<file path="src/rtl/nibble_add_defines.vh">
// opcode prefixes, field positions and reset values for the nibble add unit
// assumes a 16-bit instruction word, 4-bit data and a 7-bit data address
`ifndef NIBBLE_ADD_DEFINES_VH
`define NIBBLE_ADD_DEFINES_VH
`define OP_CARRY_MEM    9'h020
`define OP_CARRY_WB_MEM 9'h024
`define OP_PLAIN_MEM    9'h030
`define OP_PLAIN_WB_MEM 9'h032
`define OP_KEEP_MEM     9'h050
`define OP_KEEP_WB_MEM  9'h052
`define OP_CARRY_IMM    8'h0C
`define OP_CARRY_WB_IMM 8'h0D
`define OP_PLAIN_IMM    8'h1C
`define OP_PLAIN_WB_IMM 8'h1D
`define OP_KEEP_IMM     8'h2C
`define OP_KEEP_WB_IMM  8'h2D
`define MEM_PREFIX_MSB  15
`define MEM_PREFIX_LSB  7
`define IMM_PREFIX_MSB  15
`define IMM_PREFIX_LSB  8
`define ADDR_MSB        6
`define ADDR_LSB        0
`define IMM_MSB         7
`define IMM_LSB         4
`define WSEL_MSB        3
`define WSEL_LSB        0
`define ACC_RESET       4'h0
`define FLAG_RESET      1'b0
`define WREG_RESET      4'h0
`endif

</file>
<file path="src/rtl/nibble_adder.v">
// 4-bit binary adder with carry in, carry out and zero detect
// assumes purely combinational use inside the add unit
`timescale 1ns/1ps
module nibble_adder #(
	parameter WIDTH = 4
) (
	input  wire [WIDTH-1:0] a,
	input  wire [WIDTH-1:0] b,
	input  wire             cin,
	output wire [WIDTH-1:0] sum,
	output wire             cout,
	output wire             zero
);
	wire [WIDTH:0] full;
	assign full = {1'b0, a} + {1'b0, b} + {{WIDTH{1'b0}}, cin};
	assign sum  = full[WIDTH-1:0];
	assign cout = full[WIDTH];
	assign zero = (full[WIDTH-1:0] == {WIDTH{1'b0}});
endmodule

</file>
<file path="src/rtl/work_reg_file.v">
// sixteen-entry working register file, one write port and one read port
// assumes writes come from the add unit only, in the cycle they are decided
`timescale 1ns/1ps
`include "nibble_add_defines.vh"
module work_reg_file #(
	parameter WIDTH = 4,
	parameter DEPTH = 16,
	parameter AW    = 4
) (
	input  wire             mclk,
	input  wire             rst,
	input  wire             wr_en,
	input  wire [AW-1:0]    wr_sel,
	input  wire [WIDTH-1:0] wr_data,
	input  wire [AW-1:0]    rd_sel,
	output wire [WIDTH-1:0] rd_data
);
	reg [WIDTH-1:0] regs [0:DEPTH-1];
	genvar i;
	generate
		for (i = 0; i < DEPTH; i = i + 1) begin : g_entry
			localparam [AW-1:0] IDX = i;
			always @(posedge mclk) begin
				if (rst) begin
					regs[i] <= `WREG_RESET;
				end else if (wr_en && (wr_sel == IDX)) begin
					regs[i] <= wr_data;
				end
			end
		end
	endgenerate
	// combinational read so the operand is ready in the same machine cycle
	assign rd_data = regs[rd_sel];
endmodule

</file>
<file path="src/rtl/nibble_add_instruction_unit.v">
// Summary of operation
// - carry add of memory nibble: acc gets mem+acc+carry, both flags update
// - carry add immediate: acc gets wreg+imm+carry, wreg kept, both flags
// - carry add memory writeback: sum to acc and memory, both flags
// - carry add immediate writeback: sum to acc and wreg, both flags
// - plain add memory: acc gets mem+acc, no carry in, both flags
// - plain add immediate: acc gets wreg+imm, no carry in, wreg kept
// - plain add memory writeback: sum to acc and memory, both flags
// - plain add immediate writeback: sum to acc and wreg, both flags
// - keep-carry add memory: acc gets mem+acc, only zero flag updates
// - memory forms take a 7-bit address from instruction bits six to zero
// - immediate forms: 8-bit prefix, 4-bit immediate, 4-bit register select
//
// executes the add group of a 4-bit core; holds acc, flags and the working registers
// assumes instr and instr_valid are presented on mclk; data memory reads combinationally
`timescale 1ns/1ps
`include "nibble_add_defines.vh"
module nibble_add_instruction_unit #(
	parameter WIDTH = 4,
	parameter AW    = 7
) (
	input  wire             mclk,
	input  wire             rst,
	input  wire             instr_valid,
	input  wire [15:0]      instr,
	output wire [AW-1:0]    mem_addr,
	input  wire [WIDTH-1:0] mem_rdata,
	output reg              mem_we,
	output reg  [AW-1:0]    mem_waddr,
	output reg  [WIDTH-1:0] mem_wdata,
	output reg  [WIDTH-1:0] acc,
	output reg              carry_flag,
	output reg              zero_flag,
	output wire             instr_hit
);
	localparam K_NONE   = 2'h0;
	localparam K_CARRY  = 2'h1;
	localparam K_PLAIN  = 2'h2;
	localparam K_KEEP   = 2'h3;
	localparam WREG_DEPTH = 16;
	localparam WREG_AW    = 4;

	wire [8:0]       mem_prefix;
	wire [7:0]       imm_prefix;
	wire [WIDTH-1:0] imm;
	wire [3:0]       wsel;
	wire [WIDTH-1:0] wreg_q;
	reg  [1:0]       kind;
	reg              is_imm;
	reg              writeback;
	reg  [WIDTH-1:0] opa;
	reg  [WIDTH-1:0] opb;
	reg              cin;
	wire [WIDTH-1:0] sum;
	wire             cout;
	wire             zero;
	wire             fire;
	wire             fwd_hit;
	wire [WIDTH-1:0] mem_operand;
	wire             wreg_we;
	wire             mem_wb;
	reg  [1:0]       mem_kind;
	reg              mem_wback;
	reg              mem_match;
	reg  [1:0]       imm_kind;
	reg              imm_wback;
	reg              imm_match;
	reg  [WIDTH-1:0] next_acc;
	reg              next_carry;
	reg              next_zero;
	reg              next_mem_we;
	reg  [AW-1:0]    next_mem_waddr;
	reg  [WIDTH-1:0] next_mem_wdata;

	assign mem_prefix = instr[`MEM_PREFIX_MSB:`MEM_PREFIX_LSB];
	assign imm_prefix = instr[`IMM_PREFIX_MSB:`IMM_PREFIX_LSB];
	assign imm        = instr[`IMM_MSB:`IMM_LSB];
	assign wsel       = instr[`WSEL_MSB:`WSEL_LSB];
	assign mem_addr   = instr[`ADDR_MSB:`ADDR_LSB];

	// memory-form decode; the 9-bit prefix leaves the low seven bits for the address
	always @* begin
		mem_kind  = K_NONE;
		mem_wback = 1'h0;
		mem_match = 1'h0;
		case (mem_prefix)
		`OP_CARRY_MEM: begin
			mem_kind  = K_CARRY;
			mem_wback = 1'h0;
			mem_match = 1'h1;
		end
		`OP_CARRY_WB_MEM: begin
			mem_kind  = K_CARRY;
			mem_wback = 1'h1;
			mem_match = 1'h1;
		end
		`OP_PLAIN_MEM: begin
			mem_kind  = K_PLAIN;
			mem_wback = 1'h0;
			mem_match = 1'h1;
		end
		`OP_PLAIN_WB_MEM: begin
			mem_kind  = K_PLAIN;
			mem_wback = 1'h1;
			mem_match = 1'h1;
		end
		`OP_KEEP_MEM: begin
			mem_kind  = K_KEEP;
			mem_wback = 1'h0;
			mem_match = 1'h1;
		end
		`OP_KEEP_WB_MEM: begin
			mem_kind  = K_KEEP;
			mem_wback = 1'h1;
			mem_match = 1'h1;
		end
		default: begin
			mem_kind  = K_NONE;
			mem_wback = 1'h0;
			mem_match = 1'h0;
		end
		endcase
	end

	// immediate-form decode; none of these prefixes can alias a memory prefix
	always @* begin
		imm_kind  = K_NONE;
		imm_wback = 1'h0;
		imm_match = 1'h0;
		case (imm_prefix)
		`OP_CARRY_IMM: begin
			imm_kind  = K_CARRY;
			imm_wback = 1'h0;
			imm_match = 1'h1;
		end
		`OP_CARRY_WB_IMM: begin
			imm_kind  = K_CARRY;
			imm_wback = 1'h1;
			imm_match = 1'h1;
		end
		`OP_PLAIN_IMM: begin
			imm_kind  = K_PLAIN;
			imm_wback = 1'h0;
			imm_match = 1'h1;
		end
		`OP_PLAIN_WB_IMM: begin
			imm_kind  = K_PLAIN;
			imm_wback = 1'h1;
			imm_match = 1'h1;
		end
		`OP_KEEP_IMM: begin
			imm_kind  = K_KEEP;
			imm_wback = 1'h0;
			imm_match = 1'h1;
		end
		`OP_KEEP_WB_IMM: begin
			imm_kind  = K_KEEP;
			imm_wback = 1'h1;
			imm_match = 1'h1;
		end
		default: begin
			imm_kind  = K_NONE;
			imm_wback = 1'h0;
			imm_match = 1'h0;
		end
		endcase
	end

	// memory prefixes win; an unmatched word falls to the immediate side as none
	always @* begin
		if (mem_match) begin
			kind      = mem_kind;
			is_imm    = 1'h0;
			writeback = mem_wback;
		end else begin
			kind      = imm_kind;
			is_imm    = 1'h1;
			writeback = imm_wback;
		end
	end

	assign fire      = instr_valid && (kind != K_NONE);
	assign instr_hit = fire;
	// the memory write lands one edge after the add that made it, so an add that
	// reads the same nibble right after it takes the pending value instead
	assign fwd_hit     = mem_we && (mem_waddr == mem_addr);
	assign mem_operand = fwd_hit ? mem_wdata : mem_rdata;
	assign wreg_we     = fire && is_imm && writeback;
	assign mem_wb      = fire && !is_imm && writeback;

	// operand select; only the carry kind feeds the old carry in
	always @* begin
		if (is_imm) begin
			opa = wreg_q;
			opb = imm;
		end else begin
			opa = mem_operand;
			opb = acc;
		end
		case (kind)
		K_CARRY: begin
			cin = carry_flag;
		end
		default: begin
			cin = 1'h0;
		end
		endcase
	end

	nibble_adder #(
		.WIDTH (WIDTH)
	) u_adder (
		.a    (opa),
		.b    (opb),
		.cin  (cin),
		.sum  (sum),
		.cout (cout),
		.zero (zero)
	);

	work_reg_file #(
		.WIDTH (WIDTH),
		.DEPTH (WREG_DEPTH),
		.AW    (WREG_AW)
	) u_wregs (
		.mclk    (mclk),
		.rst     (rst),
		.wr_en   (wreg_we),
		.wr_sel  (wsel),
		.wr_data (sum),
		.rd_sel  (wsel),
		.rd_data (wreg_q)
	);

	// accumulator and flags; refused words leave everything as it was
	always @* begin
		next_acc   = acc;
		next_carry = carry_flag;
		next_zero  = zero_flag;
		if (fire) begin
			next_acc  = sum;
			next_zero = zero;
			case (kind)
			K_CARRY: begin
				next_carry = cout;
			end
			K_PLAIN: begin
				next_carry = cout;
			end
			K_KEEP: begin
				next_carry = carry_flag;
			end
			K_NONE: begin
				next_carry = carry_flag;
			end
			default: begin
				next_carry = carry_flag;
			end
			endcase
		end
	end

	// memory write strobe stands one cycle; address and data hold until the next
	always @* begin
		next_mem_we    = 1'h0;
		next_mem_waddr = mem_waddr;
		next_mem_wdata = mem_wdata;
		if (mem_wb) begin
			next_mem_we    = 1'h1;
			next_mem_waddr = mem_addr;
			next_mem_wdata = sum;
		end
	end

	// acc, flags, working registers and the write request land on the same edge; the memory itself takes the write one edge later
	always @(posedge mclk) begin
		if (rst) begin
			acc        <= `ACC_RESET;
			carry_flag <= `FLAG_RESET;
			zero_flag  <= `FLAG_RESET;
			mem_we     <= 1'h0;
			mem_waddr  <= {AW{1'h0}};
			mem_wdata  <= {WIDTH{1'h0}};
		end else begin
			acc        <= next_acc;
			carry_flag <= next_carry;
			zero_flag  <= next_zero;
			mem_we     <= next_mem_we;
			mem_waddr  <= next_mem_waddr;
			mem_wdata  <= next_mem_wdata;
		end
	end
endmodule

</file>
<file path="config.mk">
export PLATFORM = sky130hd
export DESIGN_NAME = nibble_add_instruction_unit
export DESIGN_NICKNAME = d
export VERILOG_FILES = /design/src/rtl/nibble_adder.v /design/src/rtl/work_reg_file.v /design/src/rtl/nibble_add_instruction_unit.v
export VERILOG_INCLUDE_DIRS = /design/src /design/src/rtl
export SDC_FILE = /design/constraint.sdc
export NUM_CORES = 1
export LEC_CHECK = 0
export BUFFER_PORTS_ARGS = -buffer_cell sky130_fd_sc_hd__buf_2
export CAP_MARGIN = 30
export CORE_MARGIN = 2
export CORE_UTILIZATION = 55
export CTS_BUF_LIST = sky130_fd_sc_hd__clkbuf_4 sky130_fd_sc_hd__clkbuf_8
export CTS_CLUSTER_DIAMETER = 120
export CTS_CLUSTER_SIZE = 8
export DETAILED_ROUTE_END_ITERATION = 12
export HOLD_SLACK_MARGIN = 0.02
export PLACE_DENSITY = 0.83
export SLEW_MARGIN = 10
export SYNTH_ARGS = -nofsm -noshare
export SYNTH_HDL_FRONTEND = slang
export SYNTH_SLANG_ARGS = --single-unit
export TNS_END_PERCENT = 10
</file>
<file path="constraint.sdc">
create_clock -name mclk -period 4.4 [get_ports mclk]
set_input_delay 0.44 -clock mclk [delete_from_list [all_inputs] [get_ports mclk]]
set_output_delay 0.44 -clock mclk [all_outputs]
set_load 0.01 [all_outputs]
</file>
==> results of run 1 <==
[cell families (layout without fill, tap and decap cells)]
| family | Yosys count | after routing | synth area share [%] |
|---|---|---|---|
| AND/OR/NAND/NOR | 137 | 137 | 16.0 |
| flip-flops | 82 | 82 | 54.0 |
| buffers and inverters | 42 | 91 | 5.27 |
| multiplexers | 39 | 39 | 15.0 |
| AO/OA/AOI/OAI | 36 | 36 | 5.42 |
| XOR/XNOR | 9 | 9 | 1.87 |
| adder cells (fa/ha/maj) | 7 | 7 | 2.43 |
[area by class of cell]
cell class	count	share of cell area (%)
flip-flops and latches	82	48.3
multi-input cells	228	36.4
repair buffers	68	8.27
clock buffers	11	2.94
well taps	99	2.62
clock inverters	5	0.822
inverters	7	0.557
[through the flow]
| step | setup slack [ns] | cells |
|---|---|---|
| after floorplan | 0.871 | 352 |
| after global placement | 0.453 | 484 |
| after detailed placement | 0.329 | 484 |
| after CTS | 0.709 | 500 |
| after global routing | 0.426 | 500 |
| final | 0.667 | 500 |
[registers in the layout, summed over array words and instances, names as in the netlist]
register / count
mem_wdata: 4
acc: 4
mem_waddr: 7
zero_flag: 1
u_wregs.regs: 64
mem_we: 1
carry_flag: 1
[per-layer routing]
metal,part of all wire [%],vias to the layer above,wire length (um)
met5,0,-,0
met4,2.7,0,273
met3,8.9,23,890
met2,49,141,4920
met1,39,1460,3950
li1,-,1372,-
[report_power, final]
group	total (W)	internal [W]	switching, W
Combinational	0.000226	0.0000847	0.000142
Sequential	0.000858	0.000851	0.00000677
Clock	0.000494	0.000220	0.000274
Total	0.00158	0.00116	0.000422
[Yosys cell counts (3+ instances only)]
cell type   n
nor3_1     28
a21oi_1     5
o21ai_0    19
nand2_1    17
clkbuf_1   20
mux2i_1    15
edfxtp_1   64
inv_1       6
or2_2       4
buf_4       8
dfxtp_1    18
mux2_2      5
ha_1        5
nand2b_1    5
nand4_1     4
mux4_2     19
xnor2_1     7
nand3_1     3
a211oi_1    3
or3_1       5
nor2_1     58
buf_2       3
[critical path, delay by kind of cell]
family,cells,cell delay (ns)
buffers and inverters,2,0.15
adders and majority gates,1,0.20
and+or+nand+nor,6,2.11
AOI/OAI and AO/OA,2,0.81
[worst paths after layout]
kind	start	slack, ns	endpoint	depth (start not counted)
hold / removal	instr[5]	0.39	mem_waddr[5]	3
setup reg to reg	u_wregs.regs[12][0]	1.06	u_wregs.regs[11][1]	7
setup / recovery	instr[9]	0.67	u_wregs.regs[12][2]	11
hold reg to reg	mem_wdata[3]	0.49	mem_wdata[3]	2
==> flow_metrics.py, run 1 <==
metrics = {
    "placed_design": {
        "dpl_cell_area_um2": 4540,
        "io_buffers": 48,
        "hpwl_um": 7210,
        "place.gp.congestion": 0.919,
    },
    "cts": {
        "clock_sinks": 82,
        "cts_setup_buffers": 0,
        "max-clock-path-buffers": 2,
        "cts_max_level": 3,
        "holdBufCountCts": 0,
        "clock_latency_ns": 0.36,
        "root_buffer": "clkbuf_8",
        "cts_buffers": 9,
        "cts_tree": "built",
        "clk_pin_slew_ns": 0.08,
        "ctsResizeCount": 0,
    },
    "drt": {
        "totalWireLength_um": 10000,
        "routed_via_density": 5.99,
        "antenna_left": 0,
        "drt_iter0_markers": 201,
        "vias": 2996,
        "wl_per_cell_um": 20.1,
        "drc": 0,
        "drtPass1Iterations": 5,
    },
    "pwr": {
        "p_per_area_nw_per_um2": 334,
        "ir_worst_vdd_mv": 0.243,
        "total_power_w": 0.00158,
        "leakage_nw": 1.69,
    },
    "finish": {
        "nNetsFinal": 426,
        "area_growth_pct": 11.7,
        "finish.utilization_pct": 64.4,
        "layout_common_cells": "edfxtp_1 (64), nor2_1 (58), buf_2 (48)",
        "multi_input_area_um2": 1720,
        "layout.cells.most_common": "edfxtp_1",
        "fin_area_um2": 4720,
        "num_antenna_cells": 0,
        "final-seq-area_um2": 2280,
        "fillCellCount": 566,
        "drive_above_1_share_pct": 29.9,
    },
    "timing": {
        "setup_violations": 0,
        "drv_slew": 0,
        "max_clock_freq_ghz": 0.268,
        "fin_hold_ws_ns": 0.392,
        "fin_skew_ns": 0.0116,
        "rsz0062_at_grt": "no",
        "finalCriticalPeriod_ns": 3.73,
        "hold_viol_final": 0,
        "fin_setup_tns_ns": 0,
        "max_slew_margin_pct": 52.2,
        "fin_crit_sh_pct": 84.8,
        "tightestPinTransition_ns": 0.716,
    },
    "critical_path": {
        "start_kind": "input pin",
        "crit_slowest_cell": "or3_1",
        "required_ns": 4.39,
        "critPathArrivalTime_ns": 3.72,
        "critical_path.max_fanout": 20,
        "path_cells": "buf_2 -> or4b_4 -> nor4_4 -> or2_2 -> o22a_2 -> inv_1 -> ha_1 -> and3b_1 -> nand4_1 -> or3_1 -> o21ai_0",
        "critPathMaxStageDelay_ns": 0.60,
        "crit_type": "input pin to flop",
        "critPathCaptureType": "flop",
    },
    "synthesis": {
        "async_flop_share_pct": 0,
        "synth_fp_nets": 382,
        "ys.flop_type": "edfxtp_1",
        "postSynthCellCount": 352,
        "synth_area_um2": 4230,
        "ys_ff_latch": 82,
        "synth_cell_type_count": 48,
        "synth-edff-count": 64,
        "yosysSeqAreaShare_pct": 54.0,
        "synth.area.top_cells": "edfxtp_1 (45%), mux4_2 (10%), dfxtp_1 (8.5%)",
        "yosys_warnings": 0,
        "avgSynthCellArea_um2": 12.0,
        "synth_top_area_share_pct": 45.5,
        "yosysTopAreaCell": "edfxtp_1",
    },
    "die": {
        "dieArea_um2": 8400,
        "die_w_um": 91.7,
        "core_um2": 7330,
        "row_count": 31,
        "pin_count": 49,
        "start_util_pct": 57.6,
        "die_y_um": 91.7,
    },
    "grt": {
        "overflow": 0,
        "grt_pass1_wl_um": 16000,
        "track_usage_pct": 25.4,
        "use_met2_pct": 41.1,
        "gr-max-usage-layer": "met2",
        "antenna_found_initial": 0,
        "grtUsageMet3_pct": 6.08,
        "first_global_vias": 2980,
        "met1_usage_pct": 33.3,
        "grt_max_degree": 27,
    },
    "outcome": {
        "status": "complete, no violations",
    },
    "run": {
        "maxCapViolations": 0,
    },
    "min_path": {
        "min_path_type": "input pin to flop",
    },
}
Note: power is estimated with default switching activity, not from simulation.
==> run 2, diff against run 1 <==
clock period = 3.6 ns   (was 4.4 ns; I/O delays follow)
==> run 2 against run 1 <==
  * Clock skew shrank 0.0012 ns
  * Die area is the same
  * Flip-flop and latch count is the same
  * Critical endpoint unchanged
  * Largest power group unchanged
==> flow_metrics.py, run 2 (synthesized netlist as in run 1, its figures left out) <==
metrics = {
    "finish": {
        "area_growth_pct": 17.0,
        "layout_common_cells": "edfxtp_1 (64), nor2_1 (58), buf_2 (48)",
        "top_register": "u_wregs.regs",
        "nNetsFinal": 448,
        "largest_reg_flops": 64,
        "fin_area_um2": 4940,
        "layout.cells.most_common": "edfxtp_1",
        "fillCellCount": 517,
        "reg_top3": "u_wregs.regs (64), mem_waddr (7)",
        "drive_above_1_share_pct": 33.6,
        "num_antenna_cells": 0,
    },
    "cts": {
        "clock_sinks": 82,
        "holdBufCountCts": 0,
        "max-clock-path-buffers": 2,
        "clk_pin_slew_ns": 0.09,
        "ctsResizeCount": 0,
        "cts_buffers": 9,
        "root_buffer": "clkbuf_8",
        "clock_latency_ns": 0.35,
        "cts_tree": "built",
        "cts_max_level": 3,
        "cts_setup_buffers": 0,
    },
    "pwr": {
        "leakage_nw": 1.82,
        "ir_worst_vdd_mv": 0.271,
        "p_per_area_nw_per_um2": 425,
    },
    "die": {
        "start_util_pct": 57.6,
        "dieArea_um2": 8400,
        "die_w_um": 91.7,
        "pin_count": 49,
        "core_um2": 7330,
        "row_count": 31,
        "die_y_um": 91.7,
    },
    "critical_path": {
        "crit_type": "input pin to flop",
        "critPathCaptureType": "flop",
        "required_ns": 3.77,
        "critPathArrivalTime_ns": 3.57,
        "start_kind": "input pin",
        "critical_path.max_fanout": 5,
    },
    "timing": {
        "max_slew_margin_pct": 52.5,
        "finalCriticalPeriod_ns": 3.39,
        "max_clock_freq_ghz": 0.295,
        "fin_skew_ns": 0.0104,
        "setup_violations": 0,
        "hold_viol_final": 0,
        "rsz0062_at_grt": "no",
        "tightestPinTransition_ns": 0.712,
        "postLayoutSetupSlackWorst_ns": 0.207,
        "drv_slew": 0,
        "fin_crit_sh_pct": 94.3,
    },
    "grt": {
        "first_global_vias": 3133,
        "grt_pass1_wl_um": 16400,
        "track_usage_pct": 26.0,
        "grt_max_degree": 25,
        "antenna_found_initial": 0,
        "overflow": 0,
    },
    "placed_design": {
        "dp_slack_ns": -0.0222,
        "place.gp.congestion": 0.899,
        "dpl_cell_area_um2": 4720,
        "hpwl_um": 7710,
        "io_buffers": 48,
    },
    "drt": {
        "drc": 0,
        "routed_via_density": 6.10,
        "vias": 3183,
        "drt_iter0_markers": 349,
        "drtPass1Iterations": 5,
        "totalWireLength_um": 10500,
        "wl_per_cell_um": 20.1,
        "antenna_left": 0,
    },
    "min_path": {
        "min_path_type": "input pin to flop",
    },
    "outcome": {
        "status": "complete, no violations",
    },
    "run": {
        "maxCapViolations": 0,
    },
}
-- run 2: cell types whose count changed in the layout (fill, tap and decap cells not counted), sizes merged --
cell / before / now
clkinvlp: 2 / 1
clkbuf: 11 / 10
buf: 68 / 90
bufinv: 0 / 2
-- run 2: critical path, stage by stage --
cell     delay [ns]
buf_2          0.11
or4b_4         0.57
nor4_4         0.24
or2_2          0.17
o22a_2         0.15
ha_1           0.14
nand2_1        0.07
fa_1           0.41
fa_1           0.43
xnor2_1        0.21
buf_4          0.19
nand4_1        0.23
nor2_1         0.28
-- run 2: metal layers --
layer  global-route usage (%)  part of all wire [%]  vias up
met5                        0                     0        -
met4                     13.3                   4.1        0
met3                     3.94                   7.8       43
met2                     43.8                    50      215
met1                     32.8                    39     1501
li1                         -                     -     1424
-- run 2: area by class of cell --
cell class                      instances  area, um2  area share, %
Clock buffer                           10        131           2.66
Multi-Input combinational cell        228       1720           34.8
Timing Repair Buffer                   90        568           11.5
Sequential cell                        82       2280           46.2
Tap cell                               99        124           2.51
Clock inverter                          6       90.1           1.82
Inverter                                7       26.3          0.532
-- run 2: final timing paths --
check / depth (start not counted) / startpoint / to / slack, ns
worst max-delay path: 13 / instr[9] / u_wregs.regs[12][2] / 0.21
worst min-delay path: 3 / instr[5] / mem_waddr[5] / 0.32
worst max register to register: 11 / mem_waddr[2] / u_wregs.regs[12][2] / 0.37
worst min register to register: 2 / acc[2] / acc[2] / 0.49
-- run 2: where the power goes --
group	total (W)	internal, W	switching, W
Clock	0.000743	0.000401	0.000342
Combinational	0.000307	0.000129	0.000178
Sequential	0.00105	0.00104	0.0000108
-- run 2: per-stage QoR --
stage / power (W) / std cells / util (%) / hold slack (ns) / TNS (ns)
6_report: 0.00210 / 522 / 67.4 / 0.315 / 0
2_1_floorplan: 0.00124 / 352 / - / 0.489 / 0
4_1_cts: 0.00210 / 522 / 67.4 / 0.314 / 0
3_5_place_dp: 0.00137 / 506 / 64.4 / 0.470 / -0.0222
3_3_place_gp: 0.00136 / 506 / 64.4 / 0.458 / 0
5_1_grt: 0.00216 / 522 / 67.4 / 0.338 / 0
